### src/pm_pkg.sv
// constants, types and helpers of the power-mode controller
// assumes a single pclk domain at 20 MHz
package pm_pkg;
    // clock and timing
    localparam int PCLK_NS = 50;
    localparam int CPU_DLY_NS = 2000;
    localparam int TIOBST_NS = 1000;
    localparam int OSC_WAIT_CYC = 1024;
    localparam int CPU_DLY_CYC = (CPU_DLY_NS + PCLK_NS - 1) / PCLK_NS;
    localparam int TIOBST_CYC = (TIOBST_NS + PCLK_NS - 1) / PCLK_NS;
    localparam int TMR_W = 11;
    // register offsets
    localparam logic [7:0] CTRL_OFS = 8'h00;
    localparam logic [7:0] STAT_OFS = 8'h04;
    localparam logic [7:0] IEN_OFS = 8'h08;
    // control fields
    localparam int IDLE_BIT = 0;
    localparam int CSS_LSB = 1;
    localparam int SECEN_BIT = 3;
    localparam int IFS_LSB = 4;
    localparam int LFSS_BIT = 7;
    localparam int GLB_IRQ_BIT = 8;
    localparam int TWOSPD_BIT = 9;
    localparam int FSCM_BIT = 10;
    localparam int WDTEN_BIT = 11;
    localparam logic [11:0] CTRL_RST = 12'h000;
    localparam logic [7:0] IEN_RST = 8'h00;

    typedef enum logic [2:0] {
        ST_RESET = 3'b000,
        ST_RUN = 3'b001,
        ST_SLEEP = 3'b010,
        ST_IDLE = 3'b011,
        ST_WAKE = 3'b100
    } state_e;

    typedef enum logic [1:0] {
        SRC_NONE = 2'b00,
        SRC_PRI = 2'b01,
        SRC_SEC = 2'b10,
        SRC_INT = 2'b11
    } src_e;

    // run/idle source chosen by clock_source_select; bit 0 ignored when bit 1 set
    function automatic src_e src_of(input logic [1:0] css);
        if (css[1]) begin
            return SRC_INT;
        end
        return css[0] ? SRC_SEC : SRC_PRI;
    endfunction
endpackage

### src/pm_reg_if.sv
// control and status carried between register slave and mode controller
// assumes both ends sit on pclk
`timescale 1ns/10ps
interface pm_reg_if;
    logic idle_on_sleep_select;
    logic [1:0] clock_source_select;
    logic secondary_osc_enable;
    logic [2:0] internal_freq_select;
    logic low_freq_source_select;
    logic global_interrupt_enable;
    logic two_speed_en;
    logic fail_safe_en;
    logic watchdog_en;
    logic [7:0] peripheral_irq_enable_reg;
    logic ifs_wr;
    logic [7:0] status;

    modport regs (
        output idle_on_sleep_select, clock_source_select, secondary_osc_enable,
        output internal_freq_select, low_freq_source_select, global_interrupt_enable,
        output two_speed_en, fail_safe_en, watchdog_en, peripheral_irq_enable_reg, ifs_wr,
        input status
    );
    modport core (
        input idle_on_sleep_select, clock_source_select, secondary_osc_enable,
        input internal_freq_select, low_freq_source_select, global_interrupt_enable,
        input two_speed_en, fail_safe_en, watchdog_en, peripheral_irq_enable_reg, ifs_wr,
        output status
    );
endinterface

### src/cycle_timer.sv
// down-counting delay timer; done once armed and expired
// assumes load and clr are pulses or levels on pclk
`timescale 1ns/10ps
module cycle_timer #(
    parameter int W = 11
) (
    // clock and reset
    input wire logic pclk,
    input wire logic presetn,
    // control
    input wire logic load,
    input wire logic clr,
    input wire logic [W-1:0] len,
    // status
    output logic done
);
    logic [W-1:0] cnt_reg;
    logic [W-1:0] cnt_next;
    logic armed_reg;
    logic armed_next;

    always_comb begin
        cnt_next = cnt_reg;
        armed_next = armed_reg;
        if (clr) begin
            armed_next = 1'b0;
            cnt_next = '0;
        end else if (load) begin
            armed_next = 1'b1;
            cnt_next = len;
        end else if (cnt_reg != '0) begin
            cnt_next = cnt_reg - 1'b1;
        end
    end

    always_ff @(posedge pclk or negedge presetn) begin
        if (!presetn) begin
            cnt_reg <= '0;
            armed_reg <= 1'b0;
        end else begin
            cnt_reg <= cnt_next;
            armed_reg <= armed_next;
        end
    end

    assign done = armed_reg && (cnt_reg == '0) && !load;
endmodule

### src/pm_apb_regs.sv
// apb slave holding control, interrupt enables and status view
// assumes zero-wait apb master on pclk
`timescale 1ns/10ps
module pm_apb_regs (
    // clock and reset
    input wire logic pclk,
    input wire logic presetn,
    // apb
    input wire logic psel,
    input wire logic penable,
    input wire logic pwrite,
    input wire logic [7:0] paddr,
    input wire logic [31:0] pwdata,
    output logic [31:0] prdata,
    output logic pready,
    output logic pslverr,
    // controller side
    pm_reg_if.regs bus
);
    logic [11:0] ctrl_reg;
    logic [11:0] ctrl_next;
    logic [7:0] ien_reg;
    logic [7:0] ien_next;
    logic [31:0] rd_reg;
    logic [31:0] rd_next;
    logic err_reg;
    logic err_next;
    logic wr_en;
    logic hit;

    assign hit = (paddr == pm_pkg::CTRL_OFS) || (paddr == pm_pkg::STAT_OFS)
        || (paddr == pm_pkg::IEN_OFS);
    assign wr_en = psel && penable && pwrite;

    always_comb begin
        ctrl_next = ctrl_reg;
        ien_next = ien_reg;
        rd_next = rd_reg;
        err_next = err_reg;
        // only software writes touch control; wake-ups never do
        if (wr_en && paddr == pm_pkg::CTRL_OFS) begin
            ctrl_next = pwdata[11:0];
        end
        if (wr_en && paddr == pm_pkg::IEN_OFS) begin
            ien_next = pwdata[7:0];
        end
        // read data latched in setup phase
        if (psel && !penable) begin
            err_next = !hit;
            unique case (paddr)
                pm_pkg::CTRL_OFS: rd_next = {20'h0_0000, ctrl_reg};
                pm_pkg::STAT_OFS: rd_next = {24'h00_0000, bus.status};
                pm_pkg::IEN_OFS: rd_next = {24'h00_0000, ien_reg};
                default: rd_next = 32'h0000_0000;
            endcase
        end
    end

    always_ff @(posedge pclk or negedge presetn) begin
        if (!presetn) begin
            ctrl_reg <= pm_pkg::CTRL_RST;
            ien_reg <= pm_pkg::IEN_RST;
            rd_reg <= 32'h0000_0000;
            err_reg <= 1'b0;
        end else begin
            ctrl_reg <= ctrl_next;
            ien_reg <= ien_next;
            rd_reg <= rd_next;
            err_reg <= err_next;
        end
    end

    assign prdata = rd_reg;
    assign pready = 1'b1;
    assign pslverr = psel && penable && err_reg;
    assign bus.idle_on_sleep_select = ctrl_reg[pm_pkg::IDLE_BIT];
    assign bus.clock_source_select = ctrl_reg[pm_pkg::CSS_LSB +: 2];
    assign bus.secondary_osc_enable = ctrl_reg[pm_pkg::SECEN_BIT];
    assign bus.internal_freq_select = ctrl_reg[pm_pkg::IFS_LSB +: 3];
    assign bus.low_freq_source_select = ctrl_reg[pm_pkg::LFSS_BIT];
    assign bus.global_interrupt_enable = ctrl_reg[pm_pkg::GLB_IRQ_BIT];
    assign bus.two_speed_en = ctrl_reg[pm_pkg::TWOSPD_BIT];
    assign bus.fail_safe_en = ctrl_reg[pm_pkg::FSCM_BIT];
    assign bus.watchdog_en = ctrl_reg[pm_pkg::WDTEN_BIT];
    assign bus.peripheral_irq_enable_reg = ien_reg;
    assign bus.ifs_wr = wr_en && (paddr == pm_pkg::CTRL_OFS)
        && (pwdata[pm_pkg::IFS_LSB +: 3] != ctrl_reg[pm_pkg::IFS_LSB +: 3]);
endmodule

### src/pm_mode_ctrl.sv
// power-mode controller: sleep/idle entry, clock gating, wake sequencing
// assumes core, watchdog and clock_lost drive single-cycle pulses on pclk; secondary_osc_started is a level
//
// Notes on behaviour
// sleep stops selected oscillator, clears all status flags, no switch; secondary keeps running while secondary_osc_enable set
// wake from sleep waits for primary, or runs internal if two-speed/fail-safe
// wake-up never alters idle select or clock source select
// idle entry stops cpu clock only; peripherals keep selected source
// idle exits on interrupt, watchdog or reset, cpu waits start delay
// watchdog time-out in sleep or idle wakes into selected run mode
// primary idle keeps primary clock and its ready flag
// wake from primary idle resumes on primary after start delay
// secondary idle: peripherals on secondary, primary off, flags swap
// secondary idle sleep ignored when secondary oscillator disabled
// peripheral clocks held until secondary oscillator has started
// wake from secondary idle stays on secondary oscillator
// mode_a selected by bit 1, primary stops, ready flag clears
// fast internal oscillator enabled by nonzero freq or low-freq select
// stable flag held if already stable, clear when oscillator off
// wake from mode_a stays internal; rc runs for watchdog or fail-safe
// enabled interrupt flag starts exit at once
// branch to vector after interrupt wake only if global enable set
// watchdog time-out while running gives watchdog reset
// watchdog cleared on sleep, clear instruction, clock loss, freq write
// reset exit held until primary ready, then ready flag, then run
// two-speed/fail-safe run internal at once; sleep first shuts primary
// ready flag means primary drives, running flag means secondary
// start delay, settle time and start-up wait are cycle counts
`timescale 1ns/10ps
module pm_mode_ctrl #(
    parameter int CPU_DLY_CYCLES = pm_pkg::CPU_DLY_CYC,
    parameter int TIOBST_CYCLES = pm_pkg::TIOBST_CYC,
    parameter int OSC_WAIT_CYCLES = pm_pkg::OSC_WAIT_CYC
) (
    // clock and reset
    input wire logic pclk,
    input wire logic presetn,
    // apb
    input wire logic psel,
    input wire logic penable,
    input wire logic pwrite,
    input wire logic [7:0] paddr,
    input wire logic [31:0] pwdata,
    output logic [31:0] prdata,
    output logic pready,
    output logic pslverr,
    // core and watchdog events
    input wire logic sleep_exec,
    input wire logic watchdog_clear_instruction,
    input wire logic wdt_timeout,
    input wire logic [7:0] irq_flags,
    // oscillator status
    input wire logic secondary_osc_started,
    input wire logic clock_lost,
    // clock control
    output logic cpu_clk_en,
    output logic periph_clk_en,
    output logic [1:0] clk_src,
    output logic primary_osc_en,
    output logic secondary_osc_run,
    output logic fast_osc_en,
    output logic low_freq_rc_en,
    // status
    output logic primary_clock_ready_flag,
    output logic internal_osc_stable_flag,
    output logic secondary_clock_running_flag,
    output logic device_in_reset,
    // core sequencing pulses
    output logic resume,
    output logic branch_to_vector,
    output logic watchdog_clear,
    output logic watchdog_reset
);
    pm_reg_if bus ();

    pm_pkg::state_e state_reg;
    pm_pkg::state_e state_next;
    pm_pkg::src_e src_reg;
    pm_pkg::src_e src_next;
    pm_pkg::src_e tgt;
    logic pri_on_reg;
    logic pri_on_next;
    logic pend_reg;
    logic pend_next;
    logic wake_irq_reg;
    logic wake_irq_next;
    logic resume_reg;
    logic resume_next;
    logic branch_reg;
    logic branch_next;
    logic wdt_clr_reg;
    logic wdt_clr_next;
    logic wdt_rst_reg;
    logic wdt_rst_next;
    logic int_en_reg;
    logic dly_ld;
    logic dly_done;
    logic pri_up;
    logic int_en;
    logic int_stable;
    logic irq_hit;
    logic wake_ev;
    logic fast_start;

    pm_apb_regs u_regs (
        .pclk(pclk),
        .presetn(presetn),
        .psel(psel),
        .penable(penable),
        .pwrite(pwrite),
        .paddr(paddr),
        .pwdata(pwdata),
        .prdata(prdata),
        .pready(pready),
        .pslverr(pslverr),
        .bus(bus.regs)
    );

    // delays held as cycle counts
    cycle_timer #(.W(pm_pkg::TMR_W)) u_cpu_dly (
        .pclk(pclk),
        .presetn(presetn),
        .load(dly_ld),
        .clr(1'b0),
        .len(pm_pkg::TMR_W'(CPU_DLY_CYCLES)),
        .done(dly_done)
    );

    // primary start-up wait, restarted when the primary is switched on
    cycle_timer #(.W(pm_pkg::TMR_W)) u_osc_wait (
        .pclk(pclk),
        .presetn(presetn),
        .load(pri_on_next && !pri_on_reg),
        .clr(!pri_on_reg && !pri_on_next),
        .len(pm_pkg::TMR_W'(OSC_WAIT_CYCLES)),
        .done(pri_up)
    );

    // internal oscillator settling; flag stays if already stable
    cycle_timer #(.W(pm_pkg::TMR_W)) u_settle (
        .pclk(pclk),
        .presetn(presetn),
        .load(int_en && !int_en_reg),
        .clr(!int_en),
        .len(pm_pkg::TMR_W'(TIOBST_CYCLES)),
        .done(int_stable)
    );

    assign irq_hit = |(irq_flags & bus.peripheral_irq_enable_reg);
    assign wake_ev = irq_hit || wdt_timeout;
    assign fast_start = bus.two_speed_en || bus.fail_safe_en;
    assign tgt = pm_pkg::src_of(bus.clock_source_select);
    assign int_en = (src_reg == pm_pkg::SRC_INT)
        && ((bus.internal_freq_select != 3'h0) || bus.low_freq_source_select);

    always_comb begin
        state_next = state_reg;
        src_next = src_reg;
        pri_on_next = pri_on_reg;
        pend_next = pend_reg;
        wake_irq_next = wake_irq_reg;
        resume_next = 1'b0;
        branch_next = 1'b0;
        wdt_rst_next = 1'b0;
        dly_ld = 1'b0;
        wdt_clr_next = watchdog_clear_instruction
            || (bus.fail_safe_en && clock_lost)
            || (bus.ifs_wr && src_reg == pm_pkg::SRC_INT);
        unique case (state_reg)
            pm_pkg::ST_RESET: begin
                pri_on_next = 1'b1;
                if (fast_start) begin
                    state_next = pm_pkg::ST_RUN;
                    src_next = pm_pkg::SRC_INT;
                    pend_next = 1'b1;
                end else if (pri_up) begin
                    state_next = pm_pkg::ST_RUN;
                    src_next = pm_pkg::SRC_PRI;
                end
            end
            pm_pkg::ST_RUN: begin
                if (pend_reg && pri_up) begin
                    src_next = pm_pkg::SRC_PRI;
                    pend_next = 1'b0;
                end
                if (wdt_timeout) begin
                    wdt_rst_next = 1'b1;
                    state_next = pm_pkg::ST_RESET;
                    src_next = pm_pkg::SRC_NONE;
                    pri_on_next = 1'b0;
                    pend_next = 1'b0;
                end else if (sleep_exec) begin
                    wdt_clr_next = 1'b1;
                    if (!bus.idle_on_sleep_select) begin
                        state_next = pm_pkg::ST_SLEEP;
                        src_next = pm_pkg::SRC_NONE;
                        pri_on_next = 1'b0;
                        pend_next = 1'b0;
                    end else if (tgt != pm_pkg::SRC_SEC || bus.secondary_osc_enable) begin
                        state_next = pm_pkg::ST_IDLE;
                        src_next = tgt;
                        pri_on_next = (tgt == pm_pkg::SRC_PRI);
                        pend_next = 1'b0;
                    end
                end
            end
            pm_pkg::ST_SLEEP, pm_pkg::ST_IDLE: begin
                if (wake_ev) begin
                    state_next = pm_pkg::ST_WAKE;
                    dly_ld = 1'b1;
                    wake_irq_next = irq_hit;
                    if (state_reg == pm_pkg::ST_SLEEP) begin
                        src_next = tgt;
                        if (tgt == pm_pkg::SRC_PRI) begin
                            pri_on_next = 1'b1;
                            if (fast_start) begin
                                src_next = pm_pkg::SRC_INT;
                                pend_next = 1'b1;
                            end
                        end
                    end
                end
            end
            pm_pkg::ST_WAKE: begin
                // idle source kept; primary must be up only when running on primary
                if (dly_done && (src_reg != pm_pkg::SRC_PRI || pri_up)) begin
                    state_next = pm_pkg::ST_RUN;
                    resume_next = 1'b1;
                    branch_next = wake_irq_reg && bus.global_interrupt_enable;
                end
            end
            default: begin
                state_next = pm_pkg::ST_RESET;
            end
        endcase
    end

    always_ff @(posedge pclk or negedge presetn) begin
        if (!presetn) begin
            state_reg <= pm_pkg::ST_RESET;
            src_reg <= pm_pkg::SRC_NONE;
            pri_on_reg <= 1'b0;
            pend_reg <= 1'b0;
            wake_irq_reg <= 1'b0;
            resume_reg <= 1'b0;
            branch_reg <= 1'b0;
            wdt_clr_reg <= 1'b0;
            wdt_rst_reg <= 1'b0;
            int_en_reg <= 1'b0;
        end else begin
            state_reg <= state_next;
            src_reg <= src_next;
            pri_on_reg <= pri_on_next;
            pend_reg <= pend_next;
            wake_irq_reg <= wake_irq_next;
            resume_reg <= resume_next;
            branch_reg <= branch_next;
            wdt_clr_reg <= wdt_clr_next;
            wdt_rst_reg <= wdt_rst_next;
            int_en_reg <= int_en;
        end
    end

    // clock gating and status from the registered mode
    assign cpu_clk_en = (state_reg == pm_pkg::ST_RUN);
    assign periph_clk_en = (state_reg != pm_pkg::ST_RESET)
        && (state_reg != pm_pkg::ST_SLEEP)
        && (src_reg != pm_pkg::SRC_NONE)
        && (src_reg != pm_pkg::SRC_SEC || secondary_osc_started)
        && (src_reg != pm_pkg::SRC_PRI || pri_up);
    assign clk_src = src_reg;
    assign primary_osc_en = pri_on_reg;
    assign secondary_osc_run = bus.secondary_osc_enable;
    assign fast_osc_en = int_en;
    assign low_freq_rc_en = bus.watchdog_en || bus.fail_safe_en
        || (src_reg == pm_pkg::SRC_INT && !int_en);
    assign primary_clock_ready_flag = (src_reg == pm_pkg::SRC_PRI) && pri_up;
    assign secondary_clock_running_flag = (src_reg == pm_pkg::SRC_SEC);
    assign internal_osc_stable_flag = int_stable && int_en;
    assign device_in_reset = (state_reg == pm_pkg::ST_RESET);
    assign resume = resume_reg;
    assign branch_to_vector = branch_reg;
    assign watchdog_clear = wdt_clr_reg;
    assign watchdog_reset = wdt_rst_reg;
    assign bus.status = {periph_clk_en, cpu_clk_en, state_reg,
        secondary_clock_running_flag, internal_osc_stable_flag, primary_clock_ready_flag};
endmodule

### config.mk
export PLATFORM = sky130hd
export DESIGN_NAME = pm_mode_ctrl
export DESIGN_NICKNAME = d
export VERILOG_FILES = /design/src/pm_pkg.sv /design/src/pm_reg_if.sv /design/src/cycle_timer.sv /design/src/pm_apb_regs.sv /design/src/pm_mode_ctrl.sv
export SDC_FILE = /design/constraint.sdc
export NUM_CORES = 1
export LEC_CHECK = 0
export ABC_CLOCK_PERIOD_IN_PS = 5020
export BUFFER_PORTS_ARGS = -buffer_cell sky130_fd_sc_hd__buf_2
export CAP_MARGIN = 20
export CORE_ASPECT_RATIO = 0.75
export CORE_UTILIZATION = 58
export CTS_CLUSTER_SIZE = 16
export DETAILED_ROUTE_END_ITERATION = 8
export MAX_ROUTING_LAYER = met4
export PLACE_DENSITY = 0.91
export SLEW_MARGIN = 40
export SYNTH_ARGS = -nofsm -noshare
export SYNTH_HDL_FRONTEND = slang
export SYNTH_SLANG_ARGS = --single-unit
### constraint.sdc
create_clock -name pclk -period 5.02 [get_ports pclk]
set_input_delay 0.251 -clock pclk [delete_from_list [all_inputs] [get_ports pclk]]
set_output_delay 0.251 -clock pclk [all_outputs]
set_load 0.01 [all_outputs]
==> flow_summary_export.csv <==
group,metric,value,unit
status,status,"completed",
global_route,grt-ovfl-total,0,
final_layout,nets,575,
clock_network,cts_made_buffers,9,
sta,fin_crit,3.26,ns
sta,finalClockSkew,0.00702,ns
floorplanning,initial_core_util,60.5,%
drt,ant_nets,0,
sta,hold_violations,0,
global_route,grt_max_degree,83,
logic_synthesis,synth_top_family_by_area,"simple AND/OR/NAND/NOR gates",
worst_hold_path,hp-class,"input pin to flip-flop",
global_route,antenna_found_initial,0,
setup_path,cp.required,4.77,ns
clock_network,cts_resized,0,
floorplanning,boundaryPins,108,
drt,finalWirelength,10700,um
clock_network,worstSkewPairLatency,0.35,ns
logic_synthesis,synth_area,0.00448,mm^2
logic_synthesis,synthSimpleGateAreaFrac,19.9,%
clock_network,clock_path_buffers,2,
clock_network,cts_root_buffer,"clkbuf_8",
setup_path,crit_chain,"inv_1 > ha_1 > or4b_1 > nor4_4 > buf_4 > o211ai_4 > o21a_1 > nor2_1 > buf_2",
power_and_ir_drop,p_per_area,428,mW/mm^2
global_route,grt_pass1_wl,17100,um
placed_design,place.gp.congestion,0.874,
drt,avgRoutedWirePerCell,17.3,um
sta,worst_slew_pin_slew,0.752,ns
setup_path,path_class,"flip-flop to primary output",
power_and_ir_drop,irDropWorstVdd,0.000188,V
logic_synthesis,synth_area_leaders,"dfrtp_1 46%, mux2_2 5.0%, buf_4 3.5%",
setup_path,rr_startpoint,"u_osc_wait.cnt_reg[0]",
final_layout,n_antenna_cell,0,
logic_synthesis,synth_top_flop_cell,"dfrtp_1",
logic_synthesis,synth-seq-area-share,45.8,%
final_layout,area_delta_synth_final,11.9,%
setup_path,rrSetupSlack,2.38,ns
setup_path,worst-path-stages,9,
drt,vias,3751,
logic_synthesis,synth_top_area_share,45.8,%
logic_synthesis,async_reset_ff_share,100,%
setup_path,crit_path_end,"periph_clk_en",
global_route,grt_pass1_vias,3532,
sta,setup-violations-final,0,
setup_path,cp_data_arrival_time,3.01,ns
placed_design,hpwl,7620,um
clock_network,htreeDepth,3,
sta,fin_ws,1.76,ns
logic_synthesis,synth-seq-cells,82,
clock_network,post_cts_buffers,0,
logic_synthesis,synth_cell_types,74,
logic_synthesis,synth_area_leader_cell,"dfrtp_1",
setup_path,cpPeakStageDelay,0.52,ns
logic_synthesis,synthXorXnorAreaFrac,3.91,%
sta,clock.fmax,306,MHz
power_and_ir_drop,leakage,2.42,nW
sta,slew-limit-headroom,49.8,%
floorplanning,core_area,0.00740,mm^2
setup_path,slowest_stage,"or4b_1",
logic_synthesis,synthAdderAreaFrac,0.838,%
placed_design,io_buffers,66,
sta,fin_crit_sh,65.0,%
setup_path,cp-end-kind,"primary output",
clock_network,cts_sinks,82,
drt,via_per_inst,6.05,
logic_synthesis,syn_area_per_cell,9.91,um^2
floorplanning,dieHeight,78.1,um
floorplanning,num_rows,27,
logic_synthesis,synthMuxAreaShare,7.26,%
setup_path,cp_max_fo,10,
drt,drt_iter0_drc,308,
clock_network,cts_tree,"done",
placed_design,place_ws,2.09,ns
logic_synthesis,netlist_instances,452,
flow_run,cap_violations,0,
global_route,track_usage,28.8,%
setup_path,path_buf_inv,3,
sta,setup_tns,0,ns
setup_path,startpoint,"u_osc_wait.cnt_reg[0]",
setup_path,start_kind,"flip-flop",
logic_synthesis,synth_edf_count,0,
logic_synthesis,synth-compound-area-share,15.4,%
final_layout,utilization,67.7,%
floorplanning,die_area,0.00808,mm^2
setup_path,critical_path.top_delay_family,"simple AND/OR/NAND/NOR gates",
setup_path,worstReg2RegEnd,"state_reg[2]",
setup_path,worstRegToRegCells,8,
sta,rsz0062_at_grt,"no",
logic_synthesis,ys.warnings.count,0,
sta,drv_slew,0,
final_layout,drive_gt1_share,23.1,%
drt,drc,0,
clock_network,clk_pin_slew,0.08,ns
floorplanning,die_w,103,um
drt,dr.pass1.iters,5,
[metal layers]
layer	GRT usage (%)	up-vias	share of wire [%]
met4	7.46	0	1.4
met5	-	-	0
met3	9.08	21	9.5
li1	-	1719	-
met1	39.2	1805	45
met2	41.9	206	45
[cell usage after synthesis, drive strengths merged (6+ instances only)]
cell / count
inv: 19
nand2: 29
o21ai: 18
buf: 31
a21oi: 25
nand4: 6
nor2: 41
xor2: 14
nand3: 7
nor3: 15
dfrtp: 82
mux2: 20
nor4: 11
nand2b: 6
nor2b: 7
xnor2: 6
mux2i: 10
and2: 12
[what timing repair did]
action                                 in CTS  in global routing
hold buffers                                1                  0
endpoints found under the hold margin      82                  0
setup endpoints to repair                   0                  0
[power by group]
| group | total [mW] | switching [mW] | internal [mW] |
|---|---|---|---|
| Clock | 0.481 | 0.224 | 0.257 |
| Sequential | 0.942 | 0.172 | 0.771 |
| Combinational | 0.724 | 0.401 | 0.323 |
[worst min path at each step]
stage / start / endpoint / slack, ns / cells past startpoint
CTS: pwdata[11] / u_regs.ctrl_reg[11] / 0.13 / 2
global route: pwdata[11] / u_regs.ctrl_reg[11] / 0.12 / 2
global placement: u_cpu_dly.armed_reg / u_cpu_dly.armed_reg / 0.44 / 2
detailed placement: presetn / u_regs.ctrl_reg[11] / 0.35 / 1
floorplan: presetn / branch_to_vector / -0.04 / 0
finish: pwdata[11] / u_regs.ctrl_reg[11] / 0.13 / 2
[worst register-to-register path: stages (launching register included)]
cell	delay, ns
dfrtp_1	0.44
inv_1	0.08
ha_1	0.19
or4b_1	0.52
nor4_4	0.42
buf_4	0.26
o211ai_4	0.13
o21a_1	0.25
o221a_1	0.24
[stage by stage]
stage | std cells | area, um^2 | power (mW) | hold WS [ns]
2_1_floorplan | 471 | 4550 | 1.46 | -0.0446
3_3_place_gp | 602 | 4780 | 1.61 | 0.441
3_5_place_dp | 602 | 4780 | 1.65 | 0.345
4_1_cts | 619 | 4990 | 2.13 | 0.125
5_1_grt | 620 | 5010 | 2.28 | 0.123
6_report | 620 | 5010 | 2.15 | 0.133
[layout by cell type (no fill, tap or decap), types with 13 or more instances in the layout]
cell type  Yosys  layout
dfrtp_1       82      82
mux2_2        20      20
a21oi_1       24      24
buf_2          5      65
nor2_1        41      41
nor3_1        13      13
conb_1         2      21
nand2_1       29      29
xor2_1        14      14
inv_1         19      19
o21ai_0       18      18
[final cells by class]
class                   count  area, um^2
clock buffers              14         163
clock inverters             2        35.0
fillers                   541        2390
inverters                  19        71.3
multi-input cells         334        2210
flip-flops and latches     82        2050
well taps                 101         126
repair buffers             68         354
[logic make-up (layout without fill, tap and decap cells)]
family / count (synthesis) / after routing
and+or+nand+nor: 163 / 163
AOI/OAI and AO/OA: 97 / 97
DFF: 82 / 82
buffers and inverters: 55 / 103
muxes: 30 / 30
xor gates and xnor gates: 20 / 20
adders and majority gates: 3 / 3
other: 2 / 21
Note: power is estimated with default switching activity, not from simulation.
